===== config.mk =====
export PLATFORM = sky130hd
export DESIGN_NAME = mcss_top
export DESIGN_NICKNAME = d
export VERILOG_FILES = /design/src/rtl/mcss_pkg.sv /design/src/rtl/mcss_scale_if.sv /design/src/rtl/mcss_scaler.sv /design/src/rtl/mcss_top.sv
export VERILOG_INCLUDE_DIRS = /design/src /design/src/rtl
export SDC_FILE = /design/constraint.sdc
export NUM_CORES = 2
export LEC_CHECK = 0
export BUFFER_PORTS_ARGS = -buffer_cell sky130_fd_sc_hd__buf_2
export CAP_MARGIN = 20
export CELL_PAD_IN_SITES_DETAIL_PLACEMENT = 0
export CELL_PAD_IN_SITES_GLOBAL_PLACEMENT = 1
export CORE_ASPECT_RATIO = 1.1
export CORE_MARGIN = 2
export CORE_UTILIZATION = 40
export DETAILED_ROUTE_END_ITERATION = 16
export PLACE_DENSITY_LB_ADDON = 0.1
export SLEW_MARGIN = 10
export SYNTH_ARGS = -nofsm -noshare
export SYNTH_HDL_FRONTEND = slang
export SYNTH_SLANG_ARGS = --single-unit

===== constraint.sdc =====
create_clock -name clk -period 13.45 [get_ports clk]
set_clock_uncertainty 0.05 [all_clocks]
set_input_delay 1.345 -clock clk [delete_from_list [all_inputs] [get_ports clk]]
set_output_delay 1.345 -clock clk [all_outputs]
set_load 0.01 [all_outputs]

===== src/rtl/mcss_consts.svh =====
// How it works
// sixteen entries each keep speed, acceleration, deceleration and torque limit.
// source select 0 makes every field of every entry digital.
// source select 1 takes only entry zero speed from the analog input.
// source select 2 takes torque limit from analog, everything else digital.
// other source select values and out of range settings are rejected.
// host writes 0 before relying on digital values; select resets to 1.
// analog speed limited 100 to 4000, digital 80 to 4000, stored speed starts 0.
// ramp times accept 0.2 to 15 s, start at 0.5 s.
// torque limit 0 to 200 percent of rated, starts at 200.
// speed gain 0 to 4000 r/min per volt, starts at 800.
// signed speed offset -2000 to 2000 r/min, starts at 0, shifts analog speed.
// maximum speed setting, starting 4000, caps analog speed.
// higher analog input never gives lower commanded speed.
// torque gain 0 to 200 percent per volt, starts at 40.
// torque offset -50 to 50 percent, torque maximum starts at 200.
// analog speed ramps refer to rated 3000 r/min, not target speed.
// analog speed is gain times volts plus offset, clamped 0 to maximum.
`ifndef MCSS_CONSTS_SVH
`define MCSS_CONSTS_SVH

`define MCSS_ENTRIES       16
// speeds in r/min
`define MCSS_SPD_INIT      16'sh0000
`define MCSS_SPD_DIG_MIN   16'sh0050
`define MCSS_SPD_ANA_MIN   16'sh0064
`define MCSS_SPD_LIMIT     16'sh0fa0
`define MCSS_RATED_SPEED   16'sh0bb8
// ramp times in 0.1 s units
`define MCSS_RAMP_MIN      16'sh0002
`define MCSS_RAMP_MAX      16'sh0096
`define MCSS_RAMP_INIT     16'sh0005
// torque in percent of rated
`define MCSS_TRQ_LIMIT     16'sh00c8
`define MCSS_TRQ_INIT      16'sh00c8
// analog adjust settings
`define MCSS_SPD_GAIN_INIT 16'sh0320
`define MCSS_SPD_GAIN_MAX  16'sh0fa0
`define MCSS_SPD_OFS_LIM   16'sh07d0
`define MCSS_SPD_MAX_INIT  16'sh0fa0
`define MCSS_TRQ_GAIN_INIT 16'sh0028
`define MCSS_TRQ_GAIN_MAX  16'sh00c8
`define MCSS_TRQ_OFS_LIM   16'sh0032
`define MCSS_TRQ_MAX_INIT  16'sh00c8
// analog input in millivolts
`define MCSS_MV_PER_V      32'h000003e8
`define MCSS_ADC_FULL_MV   16'h2710
`define MCSS_DIV_STEPS     6'h20

`endif


===== src/rtl/mcss_pkg.sv =====
package mcss_pkg;

   typedef enum logic [1:0] {
      MCSS_SRC_DIGITAL,
      MCSS_SRC_ANA_SPEED,
      MCSS_SRC_ANA_TORQUE
   } mcss_src_t;

   typedef enum logic [3:0] {
      MCSS_P_SPEED,
      MCSS_P_ACCEL,
      MCSS_P_DECEL,
      MCSS_P_TORQUE,
      MCSS_P_SRC_SEL,
      MCSS_P_SPD_GAIN,
      MCSS_P_SPD_OFS,
      MCSS_P_SPD_MAX,
      MCSS_P_TRQ_GAIN,
      MCSS_P_TRQ_OFS,
      MCSS_P_TRQ_MAX
   } mcss_param_t;

   typedef enum logic [1:0] {
      MCSS_SCL_IDLE,
      MCSS_SCL_DIV,
      MCSS_SCL_ADD,
      MCSS_SCL_DONE
   } mcss_scl_state_t;

endpackage


===== src/rtl/mcss_scale_if.sv =====
`timescale 1ns/1ps
`default_nettype none

interface mcss_scale_if;
   logic               start;
   logic        [15:0] gain;
   logic        [15:0] code;
   logic signed [15:0] offset;
   logic        [15:0] maxv;
   logic               done;
   logic        [15:0] result;

   modport client (output start, gain, code, offset, maxv, input done, result);
   modport scaler (input start, gain, code, offset, maxv, output done, result);
endinterface

`default_nettype wire


===== src/rtl/mcss_scaler.sv =====
`timescale 1ns/1ps
`default_nettype none
`include "mcss_consts.svh"

module mcss_scaler (
   input  wire logic     clk,
   input  wire logic     reset,
   mcss_scale_if.scaler  sif
);

   mcss_pkg::mcss_scl_state_t state_reg;
   logic        [31:0] dvd_reg;
   logic        [31:0] rem_reg;
   logic        [31:0] quot_reg;
   logic         [5:0] cnt_reg;
   logic signed [15:0] ofs_reg;
   logic        [15:0] max_reg;
   logic        [15:0] result_reg;
   logic               done_reg;
   logic        [31:0] rem_next;
   logic signed [33:0] sum_next;

   assign sif.done   = done_reg;
   assign sif.result = result_reg;

   // ***********************************************
   // gain times millivolts, divided per volt
   // ***********************************************
   always_comb begin
      rem_next = {rem_reg[30:0], dvd_reg[31]};
      sum_next = $signed({2'b00, quot_reg}) + 34'(ofs_reg);
   end

   always_ff @(posedge clk) begin
      if (reset) begin
         state_reg  <= mcss_pkg::MCSS_SCL_IDLE;
         dvd_reg    <= 32'h0;
         rem_reg    <= 32'h0;
         quot_reg   <= 32'h0;
         cnt_reg    <= 6'h0;
         ofs_reg    <= 16'sh0;
         max_reg    <= 16'h0;
         result_reg <= 16'h0;
         done_reg   <= 1'b0;
      end else begin
         done_reg <= 1'b0;
         case (state_reg)
            mcss_pkg::MCSS_SCL_IDLE: begin
               if (sif.start) begin
                  // gain times millivolts
                  dvd_reg   <= sif.gain * sif.code;
                  rem_reg   <= 32'h0;
                  quot_reg  <= 32'h0;
                  cnt_reg   <= `MCSS_DIV_STEPS;
                  ofs_reg   <= sif.offset;
                  max_reg   <= sif.maxv;
                  state_reg <= mcss_pkg::MCSS_SCL_DIV;
               end
            end
            mcss_pkg::MCSS_SCL_DIV: begin
               dvd_reg <= {dvd_reg[30:0], 1'b0};
               cnt_reg <= cnt_reg - 6'h1;
               if (rem_next >= `MCSS_MV_PER_V) begin
                  rem_reg  <= rem_next - `MCSS_MV_PER_V;
                  quot_reg <= {quot_reg[30:0], 1'b1};
               end else begin
                  rem_reg  <= rem_next;
                  quot_reg <= {quot_reg[30:0], 1'b0};
               end
               if (cnt_reg == 6'h1) begin
                  state_reg <= mcss_pkg::MCSS_SCL_ADD;
               end
            end
            mcss_pkg::MCSS_SCL_ADD: begin
               // offset then clamp
               if (sum_next < 34'sh0) begin
                  result_reg <= 16'h0;
               end else if (sum_next > $signed({18'h0, max_reg})) begin
                  result_reg <= max_reg;
               end else begin
                  result_reg <= sum_next[15:0];
               end
               state_reg <= mcss_pkg::MCSS_SCL_DONE;
            end
            mcss_pkg::MCSS_SCL_DONE: begin
               done_reg  <= 1'b1;
               state_reg <= mcss_pkg::MCSS_SCL_IDLE;
            end
            default: begin
               state_reg <= mcss_pkg::MCSS_SCL_IDLE;
            end
         endcase
      end
   end

endmodule

`default_nettype wire


===== src/rtl/mcss_top.sv =====
`timescale 1ns/1ps
`default_nettype none
`include "mcss_consts.svh"

module mcss_top #(
   parameter int ENTRIES = `MCSS_ENTRIES
) (
   input  wire logic               clk,
   input  wire logic               reset,
   input  wire logic               wr_en,
   input  wire logic         [3:0] wr_param,
   input  wire logic         [3:0] wr_entry,
   input  wire logic signed [15:0] wr_data,
   input  wire logic        [15:0] analog_mv,
   input  wire logic         [3:0] entry_sel,
   output logic                    wr_ack,
   output logic                    wr_reject,
   output logic              [1:0] src_sel,
   output logic             [15:0] cmd_speed,
   output logic             [15:0] cmd_accel,
   output logic             [15:0] cmd_decel,
   output logic             [15:0] cmd_torque,
   output logic                    ramp_to_rated,
   output logic             [15:0] analog_speed,
   output logic             [15:0] analog_torque
);

   // ***********************************************
   // storage
   // ***********************************************
   logic signed [15:0] spd_mem   [ENTRIES];
   logic signed [15:0] acc_mem   [ENTRIES];
   logic signed [15:0] dec_mem   [ENTRIES];
   logic signed [15:0] trq_mem   [ENTRIES];
   logic         [1:0] src_reg;
   logic signed [15:0] spd_gain_reg;
   logic signed [15:0] spd_ofs_reg;
   logic signed [15:0] spd_max_reg;
   logic signed [15:0] trq_gain_reg;
   logic signed [15:0] trq_ofs_reg;
   logic signed [15:0] trq_max_reg;
   logic               wr_ack_reg;
   logic               wr_reject_reg;
   logic               wr_ok_next;
   logic        [15:0] adc_s1_reg;
   logic        [15:0] adc_s2_reg;
   logic        [15:0] adc_s3_reg;
   logic        [15:0] adc_reg;
   logic               kick_reg;
   logic               spd_start_reg;
   logic               trq_start_reg;
   logic        [15:0] ana_spd_reg;
   logic        [15:0] ana_trq_reg;
   logic        [15:0] cmd_speed_reg;
   logic        [15:0] cmd_accel_reg;
   logic        [15:0] cmd_decel_reg;
   logic        [15:0] cmd_torque_reg;
   logic               ramp_rated_reg;

   mcss_scale_if spd_if ();
   mcss_scale_if trq_if ();

   function automatic logic mcss_in_range(input logic signed [15:0] v,
                                          input logic signed [15:0] lo,
                                          input logic signed [15:0] hi);
      mcss_in_range = (v >= lo) && (v <= hi);
   endfunction

   // ***********************************************
   // write checking
   // ***********************************************
   always_comb begin
      // range and combination checks
      case (mcss_pkg::mcss_param_t'(wr_param))
         mcss_pkg::MCSS_P_SPEED: begin
            // digital speed range
            wr_ok_next = mcss_in_range(wr_data, `MCSS_SPD_DIG_MIN, `MCSS_SPD_LIMIT);
         end
         mcss_pkg::MCSS_P_ACCEL, mcss_pkg::MCSS_P_DECEL: begin
            // ramp range
            wr_ok_next = mcss_in_range(wr_data, `MCSS_RAMP_MIN, `MCSS_RAMP_MAX);
         end
         mcss_pkg::MCSS_P_TORQUE: begin
            // torque range
            wr_ok_next = mcss_in_range(wr_data, 16'sh0, `MCSS_TRQ_LIMIT);
         end
         mcss_pkg::MCSS_P_SRC_SEL: begin
            // three combinations only
            wr_ok_next = mcss_in_range(wr_data, 16'sh0, 16'sh2);
         end
         mcss_pkg::MCSS_P_SPD_GAIN: begin
            // gain range
            wr_ok_next = mcss_in_range(wr_data, 16'sh0, `MCSS_SPD_GAIN_MAX);
         end
         mcss_pkg::MCSS_P_SPD_OFS: begin
            // offset range
            wr_ok_next = mcss_in_range(wr_data, -`MCSS_SPD_OFS_LIM, `MCSS_SPD_OFS_LIM);
         end
         mcss_pkg::MCSS_P_SPD_MAX: begin
            wr_ok_next = mcss_in_range(wr_data, 16'sh0, `MCSS_SPD_LIMIT);
         end
         mcss_pkg::MCSS_P_TRQ_GAIN: begin
            // gain range
            wr_ok_next = mcss_in_range(wr_data, 16'sh0, `MCSS_TRQ_GAIN_MAX);
         end
         mcss_pkg::MCSS_P_TRQ_OFS: begin
            // offset range
            wr_ok_next = mcss_in_range(wr_data, -`MCSS_TRQ_OFS_LIM, `MCSS_TRQ_OFS_LIM);
         end
         mcss_pkg::MCSS_P_TRQ_MAX: begin
            wr_ok_next = mcss_in_range(wr_data, 16'sh0, `MCSS_TRQ_LIMIT);
         end
         default: begin
            wr_ok_next = 1'b0;
         end
      endcase
   end

   always_ff @(posedge clk) begin
      if (reset) begin
         wr_ack_reg    <= 1'b0;
         wr_reject_reg <= 1'b0;
      end else begin
         wr_ack_reg    <= wr_en && wr_ok_next;
         wr_reject_reg <= wr_en && !wr_ok_next;
      end
   end

   // ***********************************************
   // operation data entries
   // ***********************************************
   always_ff @(posedge clk) begin
      if (reset) begin
         // sixteen entries with initial values
         for (int i = 0; i < ENTRIES; i++) begin
            spd_mem[i] <= `MCSS_SPD_INIT;
            acc_mem[i] <= `MCSS_RAMP_INIT;
            dec_mem[i] <= `MCSS_RAMP_INIT;
            trq_mem[i] <= `MCSS_TRQ_INIT;
         end
      end else if (wr_en && wr_ok_next) begin
         case (mcss_pkg::mcss_param_t'(wr_param))
            mcss_pkg::MCSS_P_SPEED:  spd_mem[wr_entry] <= wr_data;
            mcss_pkg::MCSS_P_ACCEL:  acc_mem[wr_entry] <= wr_data;
            mcss_pkg::MCSS_P_DECEL:  dec_mem[wr_entry] <= wr_data;
            mcss_pkg::MCSS_P_TORQUE: trq_mem[wr_entry] <= wr_data;
            default: begin
            end
         endcase
      end
   end

   // ***********************************************
   // source select and analog adjust settings
   // ***********************************************
   always_ff @(posedge clk) begin
      if (reset) begin
         // analog speed after reset
         src_reg      <= 2'(mcss_pkg::MCSS_SRC_ANA_SPEED);
         spd_gain_reg <= `MCSS_SPD_GAIN_INIT;
         spd_ofs_reg  <= 16'sh0;
         spd_max_reg  <= `MCSS_SPD_MAX_INIT;
         trq_gain_reg <= `MCSS_TRQ_GAIN_INIT;
         trq_ofs_reg  <= 16'sh0;
         trq_max_reg  <= `MCSS_TRQ_MAX_INIT;
      end else if (wr_en && wr_ok_next) begin
         case (mcss_pkg::mcss_param_t'(wr_param))
            mcss_pkg::MCSS_P_SRC_SEL:  src_reg      <= wr_data[1:0];
            mcss_pkg::MCSS_P_SPD_GAIN: spd_gain_reg <= wr_data;
            mcss_pkg::MCSS_P_SPD_OFS:  spd_ofs_reg  <= wr_data;
            mcss_pkg::MCSS_P_SPD_MAX:  spd_max_reg  <= wr_data;
            mcss_pkg::MCSS_P_TRQ_GAIN: trq_gain_reg <= wr_data;
            mcss_pkg::MCSS_P_TRQ_OFS:  trq_ofs_reg  <= wr_data;
            mcss_pkg::MCSS_P_TRQ_MAX:  trq_max_reg  <= wr_data;
            default: begin
            end
         endcase
      end
   end

   // ***********************************************
   // analog input synchroniser
   // ***********************************************
   always_ff @(posedge clk) begin
      if (reset) begin
         adc_s1_reg <= 16'h0;
         adc_s2_reg <= 16'h0;
         adc_s3_reg <= 16'h0;
         adc_reg    <= 16'h0;
      end else begin
         adc_s1_reg <= analog_mv;
         adc_s2_reg <= adc_s1_reg;
         adc_s3_reg <= adc_s2_reg;
         if (adc_s2_reg == adc_s3_reg) begin
            adc_reg <= (adc_s3_reg > `MCSS_ADC_FULL_MV) ? `MCSS_ADC_FULL_MV : adc_s3_reg;
         end
      end
   end

   // ***********************************************
   // analog scaling
   // ***********************************************
   always_ff @(posedge clk) begin
      if (reset) begin
         kick_reg      <= 1'b1;
         spd_start_reg <= 1'b0;
         trq_start_reg <= 1'b0;
      end else begin
         kick_reg      <= 1'b0;
         spd_start_reg <= kick_reg || spd_if.done;
         trq_start_reg <= kick_reg || trq_if.done;
      end
   end

   // speed gain per volt
   assign spd_if.start  = spd_start_reg;
   assign spd_if.gain   = spd_gain_reg;
   assign spd_if.code   = adc_reg;
   // speed offset
   assign spd_if.offset = spd_ofs_reg;
   // maximum caps analog speed
   assign spd_if.maxv   = spd_max_reg;

   // torque gain per volt
   assign trq_if.start  = trq_start_reg;
   assign trq_if.gain   = trq_gain_reg;
   assign trq_if.code   = adc_reg;
   // torque offset and maximum
   assign trq_if.offset = trq_ofs_reg;
   assign trq_if.maxv   = trq_max_reg;

   mcss_scaler u_spd_scaler (
      .clk   (clk),
      .reset (reset),
      .sif   (spd_if.scaler)
   );

   mcss_scaler u_trq_scaler (
      .clk   (clk),
      .reset (reset),
      .sif   (trq_if.scaler)
   );

   always_ff @(posedge clk) begin
      if (reset) begin
         ana_spd_reg <= 16'h0;
         ana_trq_reg <= 16'h0;
      end else begin
         // below minimum stops, never reverses order
         if (spd_if.done) begin
            ana_spd_reg <= ($signed(spd_if.result) < `MCSS_SPD_ANA_MIN) ? 16'h0 : spd_if.result;
         end
         if (trq_if.done) begin
            ana_trq_reg <= trq_if.result;
         end
      end
   end

   // ***********************************************
   // command selection
   // ***********************************************
   always_ff @(posedge clk) begin
      if (reset) begin
         cmd_speed_reg  <= 16'h0;
         cmd_accel_reg  <= 16'h0;
         cmd_decel_reg  <= 16'h0;
         cmd_torque_reg <= 16'h0;
         ramp_rated_reg <= 1'b0;
      end else begin
         cmd_accel_reg <= acc_mem[entry_sel];
         cmd_decel_reg <= dec_mem[entry_sel];
         // only entry zero speed is analog
         if (src_reg == 2'(mcss_pkg::MCSS_SRC_ANA_SPEED) && entry_sel == 4'h0) begin
            cmd_speed_reg  <= ana_spd_reg;
            // ramps refer to rated speed
            ramp_rated_reg <= 1'b1;
         end else begin
            // digital speed
            cmd_speed_reg  <= spd_mem[entry_sel];
            ramp_rated_reg <= 1'b0;
         end
         // analog torque limit
         if (src_reg == 2'(mcss_pkg::MCSS_SRC_ANA_TORQUE)) begin
            cmd_torque_reg <= ana_trq_reg;
         end else begin
            // digital torque cap
            cmd_torque_reg <= trq_mem[entry_sel];
         end
      end
   end

   assign wr_ack        = wr_ack_reg;
   assign wr_reject     = wr_reject_reg;
   assign src_sel       = src_reg;
   assign cmd_speed     = cmd_speed_reg;
   assign cmd_accel     = cmd_accel_reg;
   assign cmd_decel     = cmd_decel_reg;
   assign cmd_torque    = cmd_torque_reg;
   assign ramp_to_rated = ramp_rated_reg;
   assign analog_speed  = ana_spd_reg;
   assign analog_torque = ana_trq_reg;

endmodule

`default_nettype wire


==> impl_metrics.toml <==
[global_routing]
grt_usage = 0.234
grt_pass1_wl_um = 377000
gr-total-overflow = 0
grt_pass1_vias = 57900
grt_max_degree = 132
antenna_found_initial = 20

[sta]
tightest_slew_ns = 1.16
period_share = 0.542
setup_viol = 0
max_freq_ghz = 0.137
maxSlewHeadroom = 0.220
fin_crit_ns = 7.29
rsz0062_at_grt = "false"
hold_viol = 0
slew_viol_final = 0
setup-tns-final_ns = 0

[worst_setup_path]
cp-start-kind = "flip-flop"
crit_cells = 25
crit_type = "flip-flop to flip-flop"
cp-end-kind = "flip-flop"
path_max_fanout = 17
slowest_stage = "dfxtp_1"
critPathTopFamily = "adder cells"
cpMostUsedCell = "fa_1"
slowest_delay_ns = 0.77
worstPathArrival_ns = 7.98
critical_path_buf_inv_count = 5
worstPathRequired_ns = 14.14
reg2reg_depth = 25

[pwr]
powerDensity_nw_per_um2 = 140
leakage_nw = 38.0
ir_drop_v = 0.000151

[min_path]
whs_path_depth = 2
hold_class = "flip-flop to flip-flop"

[die]
rows = 176
dieArea_um2 = 215000
io_pins = 148
core_area_um2 = 209000
start_util = 0.403
dieWidth_um = 442
fp.dieH_um = 486

[routing]
vias = 55800
dr.max_layer_used = "met4"
wl_met1_um = 103000
route.met2.wl_um = 128000
totalWireLength_um = 250000
wl_met3_um = 10200
drc_errors = 0
first_pass_iters = 5
vias_per_cell = 5.25
avgRoutedWirePerCell_um = 23.5
first_iter_violations = 3719
ant_nets = 0

[synth]
synth_edf_count = 1024
synth.avg_cell_area_um2 = 11.6
synthTopCellsByArea = "edfxtp_1, dfxtp_1, fa_1"
syn-cell-area_um2 = 84500
synthCells = 7266
yosysUniqueCellTypes = 104
yosysWarnings = 0
ys_async_sr_fraction = 0
synth_area_leader_cell = "edfxtp_1"
ys_ff_latch = 1592
synth-seq-area-share = 0.499
yosys.area.top_type_share = 0.364
ys.flop_type = "edfxtp_1"

[clock_tree]
clk_pin_slew_worst_paths_ns = 0.06
cts_max_level = 4
cts-root-buf = "clkbuf_16"
cts_resized = 0
hold_buffers = 0
cts_buffers = 174
tritoncts = "yes"
post_cts_buffers = 0
cts_buffer_depth = 3
clock-sinks = 1592
clock_latency_ns = 0.86

[finish]
nets = 8463
fillers = 19300
synthToLayoutAreaGrowth_pct = 13.9
mostFrequentLayoutCells = "edfxtp_1, nand2_1, nor2_1, dfxtp_1, inv_1"
drive_gt1_frac = 0.126
final_common_cell = "edfxtp_1"
fin_util = 0.460

[run_status]
run_status = "completed"

[run]
maxCapViolCount = 0

[place]
place_congestion = 0.826
dpl.hpwl_um = 169000
io_buffer_count = 147
==> kinds of logic (layout without fill, tap and decap cells) <==
family,count (synthesis),after routing,synth area share
AOI/OAI and AO/OA,881,881,0.0676
other,1,456,0.0000444
xor gates and xnor gates,164,164,0.0170
adders and majority gates,711,711,0.140
buffers and inverters,1008,1146,0.0454
and+or+nand+nor,2443,2443,0.129
muxes,466,466,0.103
DFF,1592,1592,0.499
==> worst paths after layout <==
| kind | startpoint | endpoint | slack, ns |
|---|---|---|---|
| max | trq_gain_reg[7]$_SDFFE_PP0P_ | u_trq_scaler.dvd_reg[30]$_SDFFE_PP0P_ | 6.16 |
| min | spd_if.offset[2]$_SDFFE_PP0P_ | u_spd_scaler.ofs_reg[2]$_SDFFE_PP0P_ | 0.37 |
| max reg2reg | trq_gain_reg[7]$_SDFFE_PP0P_ | u_trq_scaler.dvd_reg[30]$_SDFFE_PP0P_ | 6.16 |
| min reg2reg | spd_if.offset[2]$_SDFFE_PP0P_ | u_spd_scaler.ofs_reg[2]$_SDFFE_PP0P_ | 0.37 |
==> through the flow <==
| step | instances | power [mW] | instance area, um^2 | hold slack (ns) | setup slack [ns] |
|---|---|---|---|---|---|
| global placement | 10300 | 8.69 | 90100 | 0.376 | 6.19 |
| detailed placement | 10300 | 8.70 | 90300 | 0.379 | 6.12 |
| floorplan | 7713 | 7.94 | 86200 | 0.364 | 6.83 |
| finish | 10600 | 13.5 | 96300 | 0.370 | 6.16 |
| global route | 10600 | 14.1 | 96300 | 0.411 | 5.61 |
| CTS | 10600 | 13.6 | 96200 | 0.374 | 6.09 |
==> worst register-to-register path, cell delays in order (launching register included) <==
cell,delay [ns]
dfxtp_1,0.77
nand2_1,0.17
fa_1,0.57
inv_1,0.05
fa_1,0.50
inv_1,0.05
fa_1,0.54
inv_1,0.06
fa_1,0.38
fa_1,0.51
inv_1,0.05
fa_1,0.47
inv_1,0.04
ha_1,0.34
a21o_1,0.19
a21o_1,0.17
a21o_1,0.17
a21oi_1,0.28
o311a_1,0.26
o31ai_1,0.12
a31oi_1,0.28
o21ai_0,0.22
a2111oi_0,0.45
o21bai_1,0.15
xnor2_1,0.14
a211oi_1,0.23
==> report_power, final <==
part	leakage (nW)	switching [mW]	internal, mW
clock	2.86	2.07	2.82
combinational	20.6	1.76	1.08
sequential	14.5	0.167	5.57
==> layer usage <==
metal	GRT usage	vias up
met5	0	-
met4	0.0761	0
met3	0.0282	364
met2	0.416	1284
met1	0.295	28500
li1	-	25700
==> area by class of cell <==
cell class                      instances  area [um^2]  area share
Multi-Input combinational cell       5113        40900       0.425
Tap cell                             2759         3450      0.0359
Antenna cell                            8         20.0    0.000208
Clock inverter                         74          783     0.00814
Inverter                              557         2100      0.0218
Timing Repair Buffer                  267         1850      0.0192
Clock buffer                          248         5080      0.0528
Sequential cell                      1592        42100       0.438
==> cells in the mapped netlist, drive strengths merged, types with 73 or more instances <==
cell / n
xnor2: 85
dfxtp: 568
nand2: 877
a21oi: 248
a22oi: 132
xor2: 79
and2: 280
nor2b: 73
ha: 321
clkbuf: 402
inv: 556
mux2i: 143
fa: 390
nor2: 875
mux4: 320
o21ai: 215
edfxtp: 1024
Power figures use the tool's default switching activity.
